==> src/common/slf_pkg.sv <==
package slf_pkg;
  // Clock and control-rate timing
  localparam int CLK_HZ = 100_000_000;
  localparam int SUPPLY_HZ_DEF = 50;
  localparam int TICKS_PER_CYCLE = 6;
  localparam int TICK_CYCLES_DEF = CLK_HZ / (TICKS_PER_CYCLE * SUPPLY_HZ_DEF);

  // Speed-path widths and scaling
  localparam int SPD_W = 12;
  localparam int SPD_LIM = 1000;
  localparam int RPM_LIM = 1999;
  localparam int FULL_SCALE = 1000;
  localparam int ENC_W = 16;
  localparam int ENC_SHIFT = 10;
  localparam int IR_SHIFT = 11;
  localparam int FILT_SHIFT = 8;
  localparam int OFFSET_CENTER = 128;
  localparam int OFFSET_SHIFT = 4;

  // Register byte offsets
  localparam logic [7:0] ADDR_AV_SEL = 8'h00;
  localparam logic [7:0] ADDR_ENC_SCALE = 8'h04;
  localparam logic [7:0] ADDR_MAX_AV = 8'h08;
  localparam logic [7:0] ADDR_MAX_SPD = 8'h0C;
  localparam logic [7:0] ADDR_IR_COMP = 8'h10;
  localparam logic [7:0] ADDR_HREF = 8'h14;
  localparam logic [7:0] ADDR_HREF_SEL = 8'h18;
  localparam logic [7:0] ADDR_DROOP = 8'h1C;
  localparam logic [7:0] ADDR_RAMP_SEL = 8'h20;
  localparam logic [7:0] ADDR_FINE_OFS = 8'h24;
  localparam logic [7:0] ADDR_ZERO_THR = 8'h28;
  localparam logic [7:0] ADDR_DSRC = 8'h2C;
  localparam logic [7:0] ADDR_FILT = 8'h30;
  localparam logic [7:0] ADDR_TACHO = 8'h34;
  localparam logic [7:0] ADDR_DIG_SEL = 8'h38;
  localparam logic [7:0] ADDR_DEMAND = 8'h40;
  localparam logic [7:0] ADDR_FB = 8'h44;
  localparam logic [7:0] ADDR_RPM = 8'h48;
  localparam logic [7:0] ADDR_ERR = 8'h4C;
  localparam logic [7:0] ADDR_COMP = 8'h50;
  localparam logic [7:0] ADDR_STATUS = 8'h54;

  // Reset values
  localparam logic RST_AV_SEL = 1'h0;
  localparam logic [10:0] RST_ENC_SCALE = 11'h1A3;
  localparam logic [9:0] RST_MAX_AV = 10'h258;
  localparam logic [10:0] RST_MAX_SPD = 11'h6D6;
  localparam logic [7:0] RST_IR_COMP = 8'h00;
  localparam logic [SPD_W-1:0] RST_HREF = 12'h000;
  localparam logic RST_HREF_SEL = 1'h0;
  localparam logic RST_DROOP = 1'h0;
  localparam logic RST_RAMP_SEL = 1'h1;
  localparam logic [7:0] RST_FINE_OFS = 8'h80;
  localparam logic [7:0] RST_ZERO_THR = 8'h10;
  localparam logic [7:0] RST_FILT = 8'h80;
  localparam logic RST_DIG_SEL = 1'h0;

  typedef enum logic [1:0] {
    DSRC_ERR = 2'b01,
    DSRC_DEM = 2'b10,
    DSRC_FB = 2'b11
  } slf_dsrc_t;
  localparam slf_dsrc_t RST_DSRC = DSRC_ERR;
endpackage

==> src/slf_sat.sv <==
`timescale 1ns/1ns
module slf_sat
  import slf_pkg::*;
#(
  parameter int IN_W = 24,
  parameter int LIM = 1000
)
(
  input wire logic signed [IN_W-1:0] i_val, // Wide signed value
  output logic signed [SPD_W-1:0] o_val // Value clamped to +/-LIM
);
  localparam logic signed [IN_W-1:0] HI = IN_W'(LIM);
  localparam logic signed [IN_W-1:0] LO = -IN_W'(LIM);

  generate
    if (IN_W < SPD_W || LIM >= 2 ** (SPD_W - 1))
    begin : g_chk
      $error("slf_sat: width or limit out of range");
    end
  endgenerate

  always_comb
  begin
    if (i_val > HI)
      o_val = SPD_W'(LIM);
    else if (i_val < LO)
      o_val = -SPD_W'(LIM);
    else
      o_val = i_val[SPD_W-1:0];
  end
endmodule

==> src/slf_lpf.sv <==
`timescale 1ns/1ns
module slf_lpf
  import slf_pkg::*;
(
  input wire logic i_sys_clk, // System clock
  input wire logic i_reset, // Asynchronous reset
  input wire logic i_tick, // Control-rate enable
  input wire logic signed [SPD_W-1:0] i_x, // Unfiltered error
  input wire logic [7:0] i_coef, // Filter setting
  output logic signed [SPD_W-1:0] o_y // Filtered error
);
  typedef struct packed {
    logic signed [SPD_W-1:0] y;
  } slf_lpf_st_t;

  slf_lpf_st_t r_reg;
  slf_lpf_st_t r_next;
  logic signed [SPD_W:0] diff;
  logic signed [SPD_W+9:0] step;

  // Each tick moves the output by coef/256 of the remaining gap
  assign diff = (SPD_W+1)'(i_x) - (SPD_W+1)'(r_reg.y);
  assign step = ((SPD_W+10)'(diff) * $signed({2'b00, i_coef})) >>> FILT_SHIFT;

  always_comb
  begin
    r_next = r_reg;
    if (i_tick)
      r_next.y = r_reg.y + step[SPD_W-1:0];
  end

  always_ff @(posedge i_sys_clk or posedge i_reset)
  begin
    if (i_reset)
      r_reg <= '0;
    else
      r_reg <= r_next;
  end

  assign o_y = r_reg.y;
endmodule

==> src/slf_speed_front.sv <==
// Implementation choices: the register addresses and the APB register port.
`timescale 1ns/1ns
module slf_speed_front
  import slf_pkg::*;
#(
  parameter int TICK_CYCLES = TICK_CYCLES_DEF
)
(
  input wire logic i_sys_clk, // 100 MHz clock
  input wire logic i_reset, // Asynchronous reset, active high
  input wire logic i_psel, // APB select
  input wire logic i_penable, // APB enable
  input wire logic i_pwrite, // APB direction
  input wire logic [7:0] i_paddr, // APB byte address
  input wire logic [31:0] i_pwdata, // APB write data
  output logic [31:0] o_prdata, // APB read data
  output logic o_pready, // APB ready
  output logic o_pslverr, // APB error
  input wire logic signed [ENC_W-1:0] i_enc_count, // Encoder counts per tick
  input wire logic signed [SPD_W-1:0] i_tacho, // Tacho measurement
  input wire logic signed [SPD_W-1:0] i_arm_volts, // Armature volts
  input wire logic signed [SPD_W-1:0] i_ramp_out, // Ramp output
  input wire logic signed [SPD_W-1:0] i_err_integral, // Speed error integral
  input wire logic i_ref_on, // Reference on flag
  output logic signed [SPD_W-1:0] o_final_demand, // Final speed demand
  output logic signed [SPD_W-1:0] o_speed_fb, // Speed feedback
  output logic signed [SPD_W-1:0] o_speed_rpm, // Feedback in rpm
  output logic signed [SPD_W-1:0] o_speed_err, // Filtered speed error
  output logic signed [SPD_W-1:0] o_ir_comp, // Compensation output
  output logic signed [SPD_W-1:0] o_deriv_in, // Derivative source value
  output logic o_zero_speed, // Zero speed indication
  output logic o_volt_clamp, // Armature voltage clamp
  output logic o_ctrl_tick // Control-rate pulse
);
  localparam int TICK_W = $clog2(TICK_CYCLES + 1);

  generate
    if (TICK_CYCLES < 1)
    begin : g_chk
      $error("slf_speed_front: TICK_CYCLES must be at least 1");
    end
  endgenerate

  typedef struct packed {
    logic [TICK_W-1:0] div;
    logic tick, dig_sel, av_sel;
    logic [10:0] enc_scale;
    logic [9:0] max_av;
    logic [10:0] max_spd;
    logic [7:0] ir_fac;
    logic signed [SPD_W-1:0] href;
    logic href_sel, droop, ramp_sel;
    logic [7:0] fine_ofs;
    logic [7:0] zero_thr;
    slf_dsrc_t dsrc;
    logic [7:0] filt;
    logic pready, pslverr;
    logic [31:0] prdata;
    logic signed [SPD_W-1:0] demand, fb, rpm, err_raw, comp, deriv, tacho;
    logic zero, clamp;
  } slf_st_t;

  slf_st_t r_reg;
  slf_st_t r_next;

  logic signed [27:0] enc_wide;
  logic signed [22:0] av_wide;
  logic signed [20:0] comp_wide;
  logic signed [23:0] avfb_wide, rpm_wide;
  logic signed [14:0] dem_wide, err_wide;
  logic signed [9:0] ofs_val;
  logic signed [SPD_W-1:0] enc_sat, comp_sat, avfb_sat, tacho_sat, rpm_sat, dem_sat;
  logic signed [SPD_W-1:0] err_sat, fb_sel, err_filt, fb_abs, av_abs;
  logic use_av, wr_en;

  assign use_av = !r_reg.dig_sel && r_reg.av_sel;

  assign enc_wide = (28'(i_enc_count) * $signed({17'h00000, r_reg.enc_scale}))
    >>> ENC_SHIFT;
  // A zero maximum gives no armature feedback rather than a divide fault
  assign av_wide = (r_reg.max_av == 10'h000) ? 23'sh000000 :
    (23'(i_arm_volts) * 23'(FULL_SCALE)) / $signed({13'h0000, r_reg.max_av});
  assign comp_wide = (21'(i_err_integral) * $signed({13'h0000, r_reg.ir_fac}))
    >>> IR_SHIFT;
  assign avfb_wide = r_reg.droop ? 24'(av_wide) - 24'(comp_sat) :
    24'(av_wide) + 24'(comp_sat);
  assign rpm_wide = (24'(fb_sel) * $signed({13'h0000, r_reg.max_spd})) /
    24'(FULL_SCALE);
  assign ofs_val = ($signed({2'b00, r_reg.fine_ofs}) - 10'sd128) >>> OFFSET_SHIFT;
  assign dem_wide = (r_reg.ramp_sel ? 15'(i_ramp_out) : 15'sd0)
    + ((r_reg.href_sel && i_ref_on) ? 15'(r_reg.href) : 15'sd0)
    + 15'(ofs_val);
  assign err_wide = 15'(dem_sat) - 15'(fb_sel);

  slf_sat #(.IN_W(28), .LIM(SPD_LIM)) u_sat_enc (
    .i_val(enc_wide),
    .o_val(enc_sat)
  );
  slf_sat #(.IN_W(21), .LIM(SPD_LIM)) u_sat_comp (
    .i_val(comp_wide),
    .o_val(comp_sat)
  );
  slf_sat #(.IN_W(24), .LIM(SPD_LIM)) u_sat_avfb (
    .i_val(avfb_wide),
    .o_val(avfb_sat)
  );
  slf_sat #(.IN_W(SPD_W), .LIM(SPD_LIM)) u_sat_tacho (
    .i_val(i_tacho),
    .o_val(tacho_sat)
  );
  slf_sat #(.IN_W(24), .LIM(RPM_LIM)) u_sat_rpm (
    .i_val(rpm_wide),
    .o_val(rpm_sat)
  );
  slf_sat #(.IN_W(15), .LIM(SPD_LIM)) u_sat_dem (
    .i_val(dem_wide),
    .o_val(dem_sat)
  );
  slf_sat #(.IN_W(15), .LIM(SPD_LIM)) u_sat_err (
    .i_val(err_wide),
    .o_val(err_sat)
  );

  slf_lpf u_lpf (
    .i_sys_clk(i_sys_clk),
    .i_reset(i_reset),
    .i_tick(r_reg.tick),
    .i_x(r_reg.err_raw),
    .i_coef(r_reg.filt),
    .o_y(err_filt)
  );

  assign fb_sel = r_reg.dig_sel ? enc_sat :
    (r_reg.av_sel ? avfb_sat : tacho_sat);
  assign fb_abs = fb_sel[SPD_W-1] ? -fb_sel : fb_sel;
  assign av_abs = i_arm_volts[SPD_W-1] ? -i_arm_volts : i_arm_volts;
  assign wr_en = i_psel && i_penable && r_reg.pready && i_pwrite && !r_reg.pslverr;

  always_comb
  begin
    r_next = r_reg;
    r_next.tick = 1'b0;
    r_next.pready = 1'b0;
    r_next.pslverr = 1'b0;
    if (r_reg.div == TICK_W'(TICK_CYCLES - 1))
    begin
      r_next.div = '0;
      r_next.tick = 1'b1;
    end
    else
      r_next.div = r_reg.div + 1'b1;

    // Speed path updates once per control tick
    if (r_reg.tick)
    begin
      r_next.fb = fb_sel;
      r_next.comp = use_av ? comp_sat : 12'sh000;
      r_next.demand = dem_sat;
      r_next.err_raw = err_sat;
      r_next.tacho = tacho_sat;
      r_next.rpm = rpm_sat;
      r_next.clamp = !use_av && ({1'b0, av_abs} > {3'b000, r_reg.max_av});
      r_next.zero = fb_abs < $signed({4'h0, r_reg.zero_thr});
      case (r_reg.dsrc)
        DSRC_DEM: r_next.deriv = dem_sat;
        DSRC_FB: r_next.deriv = fb_sel;
        default: r_next.deriv = err_filt;
      endcase
    end

    // Setup phase: decode and answer in the following access cycle
    if (i_psel && !i_penable)
    begin
      r_next.pready = 1'b1;
      r_next.prdata = 32'h00000000;
      if (i_paddr == ADDR_AV_SEL)
        r_next.prdata[0] = r_reg.av_sel;
      else if (i_paddr == ADDR_DIG_SEL)
        r_next.prdata[0] = r_reg.dig_sel;
      else if (i_paddr == ADDR_ENC_SCALE)
        r_next.prdata[10:0] = r_reg.enc_scale;
      else if (i_paddr == ADDR_MAX_AV)
        r_next.prdata[9:0] = r_reg.max_av;
      else if (i_paddr == ADDR_MAX_SPD)
        r_next.prdata[10:0] = r_reg.max_spd;
      else if (i_paddr == ADDR_IR_COMP)
        r_next.prdata[7:0] = r_reg.ir_fac;
      else if (i_paddr == ADDR_HREF)
        r_next.prdata[SPD_W-1:0] = r_reg.href;
      else if (i_paddr == ADDR_HREF_SEL)
        r_next.prdata[0] = r_reg.href_sel;
      else if (i_paddr == ADDR_DROOP)
        r_next.prdata[0] = r_reg.droop;
      else if (i_paddr == ADDR_RAMP_SEL)
        r_next.prdata[0] = r_reg.ramp_sel;
      else if (i_paddr == ADDR_FINE_OFS)
        r_next.prdata[7:0] = r_reg.fine_ofs;
      else if (i_paddr == ADDR_ZERO_THR)
        r_next.prdata[7:0] = r_reg.zero_thr;
      else if (i_paddr == ADDR_DSRC)
        r_next.prdata[1:0] = r_reg.dsrc;
      else if (i_paddr == ADDR_FILT)
        r_next.prdata[7:0] = r_reg.filt;
      else if (i_paddr == ADDR_TACHO)
        r_next.prdata[SPD_W-1:0] = r_reg.tacho;
      else if (i_paddr == ADDR_DEMAND)
        r_next.prdata[SPD_W-1:0] = r_reg.demand;
      else if (i_paddr == ADDR_FB)
        r_next.prdata[SPD_W-1:0] = r_reg.fb;
      else if (i_paddr == ADDR_RPM)
        r_next.prdata[SPD_W-1:0] = r_reg.rpm;
      else if (i_paddr == ADDR_ERR)
        r_next.prdata[SPD_W-1:0] = err_filt;
      else if (i_paddr == ADDR_COMP)
        r_next.prdata[SPD_W-1:0] = r_reg.comp;
      else if (i_paddr == ADDR_STATUS)
        r_next.prdata[1:0] = {r_reg.clamp, r_reg.zero};
      else
        r_next.pslverr = 1'b1;
    end

    // Writes land at the completing access edge; unmapped or read-only ignored
    if (wr_en)
    begin
      if (i_paddr == ADDR_AV_SEL)
        r_next.av_sel = i_pwdata[0];
      else if (i_paddr == ADDR_DIG_SEL)
        r_next.dig_sel = i_pwdata[0];
      else if (i_paddr == ADDR_ENC_SCALE)
        r_next.enc_scale = i_pwdata[10:0];
      else if (i_paddr == ADDR_MAX_AV)
        r_next.max_av = i_pwdata[9:0];
      else if (i_paddr == ADDR_MAX_SPD)
        r_next.max_spd = i_pwdata[10:0];
      else if (i_paddr == ADDR_IR_COMP)
        r_next.ir_fac = i_pwdata[7:0];
      else if (i_paddr == ADDR_HREF)
        r_next.href = i_pwdata[SPD_W-1:0];
      else if (i_paddr == ADDR_HREF_SEL)
        r_next.href_sel = i_pwdata[0];
      else if (i_paddr == ADDR_DROOP)
        r_next.droop = i_pwdata[0];
      else if (i_paddr == ADDR_RAMP_SEL)
        r_next.ramp_sel = i_pwdata[0];
      else if (i_paddr == ADDR_FINE_OFS)
        r_next.fine_ofs = i_pwdata[7:0];
      else if (i_paddr == ADDR_ZERO_THR)
        r_next.zero_thr = i_pwdata[7:0];
      else if (i_paddr == ADDR_DSRC)
        r_next.dsrc = (i_pwdata[1:0] == 2'b00) ? DSRC_ERR : slf_dsrc_t'(i_pwdata[1:0]);
      else if (i_paddr == ADDR_FILT)
        r_next.filt = i_pwdata[7:0];
    end
  end

  always_ff @(posedge i_sys_clk or posedge i_reset)
  begin
    if (i_reset)
    begin
      r_reg <= '0;
      r_reg.av_sel <= RST_AV_SEL;
      r_reg.dig_sel <= RST_DIG_SEL;
      r_reg.enc_scale <= RST_ENC_SCALE;
      r_reg.max_av <= RST_MAX_AV;
      r_reg.max_spd <= RST_MAX_SPD;
      r_reg.ir_fac <= RST_IR_COMP;
      r_reg.href <= RST_HREF;
      r_reg.href_sel <= RST_HREF_SEL;
      r_reg.droop <= RST_DROOP;
      r_reg.ramp_sel <= RST_RAMP_SEL;
      r_reg.fine_ofs <= RST_FINE_OFS;
      r_reg.zero_thr <= RST_ZERO_THR;
      r_reg.dsrc <= RST_DSRC;
      r_reg.filt <= RST_FILT;
    end
    else
      r_reg <= r_next;
  end

  assign o_prdata = r_reg.prdata;
  assign o_pready = r_reg.pready;
  assign o_pslverr = r_reg.pslverr;
  assign o_final_demand = r_reg.demand;
  assign o_speed_fb = r_reg.fb;
  assign o_speed_rpm = r_reg.rpm;
  assign o_speed_err = err_filt;
  assign o_ir_comp = r_reg.comp;
  assign o_deriv_in = r_reg.deriv;
  assign o_zero_speed = r_reg.zero;
  assign o_volt_clamp = r_reg.clamp;
  assign o_ctrl_tick = r_reg.tick;
endmodule

==> config.mk <==
export PLATFORM = sky130hd
export DESIGN_NAME = slf_speed_front
export DESIGN_NICKNAME = d
export VERILOG_FILES = /design/src/common/slf_pkg.sv /design/src/slf_sat.sv /design/src/slf_lpf.sv /design/src/slf_speed_front.sv
export SDC_FILE = /design/constraint.sdc
export NUM_CORES = 2
export LEC_CHECK = 0
export ABC_AREA = 0
export BUFFER_PORTS_ARGS = -buffer_cell sky130_fd_sc_hd__buf_2
export CORE_MARGIN = 1
export CORE_UTILIZATION = 60
export CTS_CLUSTER_DIAMETER = 50
export DETAILED_ROUTE_END_ITERATION = 6
export HOLD_SLACK_MARGIN = 0.12
export PLACE_DENSITY = 0.78
export SETUP_SLACK_MARGIN = 0.1
export SKIP_LAST_GASP = 1
export SLEW_MARGIN = 20
export SYNTH_ARGS = -nofsm -noshare
export SYNTH_HDL_FRONTEND = slang
export SYNTH_HIERARCHICAL = 1
export SYNTH_SLANG_ARGS = --single-unit
==> constraint.sdc <==
create_clock -name i_sys_clk -period 158 [get_ports i_sys_clk]
set_input_delay 23.7 -clock i_sys_clk [delete_from_list [all_inputs] [get_ports i_sys_clk]]
set_output_delay 23.7 -clock i_sys_clk [all_outputs]
set_load 0.01 [all_outputs]
==> flow_summary.json <==
{
  "status": "complete, no violations",
  "cts_tree": "yes",
  "htreeDepth": 1,
  "ff2ff_setup_slack_ns": 65.92,
  "yosysSeqAreaShare": 0.1013,
  "start_util": 0.6050,
  "synth-xor-area-share": 0.05475,
  "fin_util": 0.6293,
  "die_y_um": 300.3,
  "syn_area_per_cell_um2": 8.148,
  "crit_top_cell": "o21a_1",
  "multi_input_area_um2": 43300,
  "crit_path_end_kind": "flip-flop",
  "fin_crit_sh": 0.7505,
  "path_class": "input port to flip-flop",
  "hold_buffers": 0,
  "hold_class": "flip-flop to flip-flop",
  "dieArea_um2": 90170,
  "crit_family": "compound AO/OA/AOI/OAI gates",
  "tightest_slew_ns": 1.082,
  "rsz0062_at_grt": "no",
  "cp-start-kind": "input port",
  "instances_no_fill": 7695,
  "cts_num_sinks": 215,
  "grt_start_max_net_pins": 123,
  "busiest_layer": "met2",
  "yosysWarnings": 6,
  "wl_per_cell_um": 19.87,
  "port_buffers": 178,
  "setup_tns_ns": 0,
  "fin_crit_ns": 118.58,
  "slew_violations": 0,
  "fin_hold_ws_ns": 0.5000,
  "io-pin-count": 219,
  "cp_max_fo": 48,
  "dp.cells": 7639,
  "syn-cell-area_um2": 53390,
  "synth_cells": 6552,
  "dieWidth_um": 300.3,
  "antenna_found_initial": 3,
  "yosys_register_bits": 215,
  "synth_top_cell_area_share": 0.1875,
  "drt_first_pass_iters": 6,
  "critPathBufInv": 28,
  "drv_cap": 0,
  "core_um2": 88240,
  "cp_data_required_time_ns": 158.49,
  "finalSetupViolCount": 0,
  "area_delta_synth_final_pct": 4.019,
  "grt_pass1_wl_um": 246700,
  "synth_edf_count": 0,
  "cts_resized": 0,
  "gp_routability_congestion": 1.021,
  "largest_reg_flops": 126,
  "hpwl_um": 124600,
  "row_count": 109,
  "drt-initial-drc-count": 3677,
  "drive_gt1_frac": 0.09960,
  "n_fill_cell": 7614,
  "root_buffer": "clkbuf_16",
  "synthArstFlopShare": 1.000,
  "cpMaxStageDelayCell": "o31a_1",
  "synth_simple_gate_area_frac": 0.1998,
  "grt_pass1_vias": 46724,
  "yosys_most_used_dff": "dfrtp_1",
  "synthAdderAreaFrac": 0.3113,
  "clock_path_buffers": 3,
  "grt.overflow.total": 0,
  "cts_setup_buffers": 0,
  "ant_nets": 0,
  "netlist-cell-type-count": 149,
  "route.detailed.drc": 0,
  "vias": 47587,
  "fin_worst_skew_ns": 0.06491,
  "maxSlewHeadroom": 0.2597,
  "max_freq_mhz": 8.433,
  "slowest_delay_ns": 0.82,
  "gr-usage-all-layers": 0.3385,
  "seqCellArea_um2": 5410,
  "synth_top_family_by_area": "adder cells",
  "synth.area.mux_share": 0.05920,
  "viasPerCell": 6.184,
  "numCtsBuffers": 28,
  "final_hold_viol_count": 0,
  "clkSlewWorstSetupHoldPaths_ns": 0.06,
  "grt_use_met2": 0.5623,
  "met3_usage": 0.06171,
  "netlist_top_cells_area": "fa_1, ha_1, dfrtp_1, inv_1, nand2_1",
  "clk_latency_ns": 0.61,
  "layout.nets": 7636,
  "wl_um": 152900,
  "yosys.area.top_type": "fa_1",
  "synth-compound-area-share": 0.1832,
  "grt_util_met1": 0.4382,
  "critPathArrivalTime_ns": 119.06
}
path summary, 6_finish.rpt:
check | startpoint | cells past startpoint | to
worst max-delay path | i_arm_volts[0] | 397 | o_speed_rpm[1]
worst min-delay path | r_reg[212] | 1 | r_reg[212]
worst max register to register | r_reg[188] | 384 | o_speed_rpm[1]
worst min register to register | r_reg[212] | 1 | r_reg[212]
max in group asynchronous | i_reset | 3 | o_final_demand[6]
min in group asynchronous | i_reset | 2 | u_lpf/o_y[11]
synth_stat cells, types with 19 or more instances:
cell type / n
o22ai_1: 22
o21a_1: 182
nand2b_1: 64
nor2_1: 422
dfrtp_1: 194
clkbuf_1: 181
o21ai_0: 200
a22oi_1: 44
fa_1: 500
a21o_1: 131
dfstp_2: 21
inv_1: 816
nand2_1: 638
a211o_1: 25
ha_1: 522
mux2_2: 197
o211ai_1: 34
or2_2: 28
and3_1: 46
nor3_1: 230
o31ai_1: 63
nand3_1: 110
xnor2_1: 214
and2_1: 264
o31a_1: 19
buf_4: 102
xor2_1: 109
nor2b_1: 57
o21ai_1: 35
nand4_1: 64
a211oi_1: 32
nor4_1: 55
a31oi_1: 56
a21oi_1: 287
mux2i_1: 88
or3_1: 48
per-layer routing:
layer  wire length [um]  share of wire
met5                  0              0
met4               6368          0.042
met3              12290          0.080
met2              70630           0.46
met1              63640           0.42
stage by stage:
step / worst slack [ns] / instance area (um2)
floorplan: 50.48 / 53460
global placement: 42.10 / 54540
detailed placement: 40.50 / 54540
CTS: 40.78 / 55490
global route: 32.45 / 55530
finish: 39.42 / 55530
cell families (layout without fill, tap and decap cells):
group	count (synthesis)	in the layout
AND/OR/NAND/NOR	2145	2145
AO/OA/AOI/OAI	1394	1394
adder cells (fa/ha/maj)	1030	1030
flip-flops	215	215
XOR/XNOR	328	328
multiplexers	289	289
buffers and inverters	1150	1105
other	1	24
layout make-up:
class / count / area share
antenna: 4 / 0.0001802
timing repair buffer: 234 / 0.02368
sequential: 215 / 0.09742
tap: 1165 / 0.02625
multi-input combinational: 5206 / 0.7798
inverter: 819 / 0.05549
clock buffer: 40 / 0.01379
clock inverter: 12 / 0.003380
layout by cell type (no fill, tap or decap), types with 63 or more instances in the layout:
cell type  count
a21o_1       131
a21oi_1      287
and2_1       264
buf_2        178
dfrtp_1      193
fa_1         500
ha_1         522
inv_1        815
mux2_2       197
mux2i_1       88
nand2_1      638
nand2b_1      64
nand3_1      110
nand4_1       64
nor2_1       420
nor3_1       228
o21a_1       182
o21ai_0      196
o31ai_1       63
xnor2_1      211
xor2_1       108
Power is not shown: default switching activity piles up to over one toggle a cycle in this logic, so the estimate is an artifact.
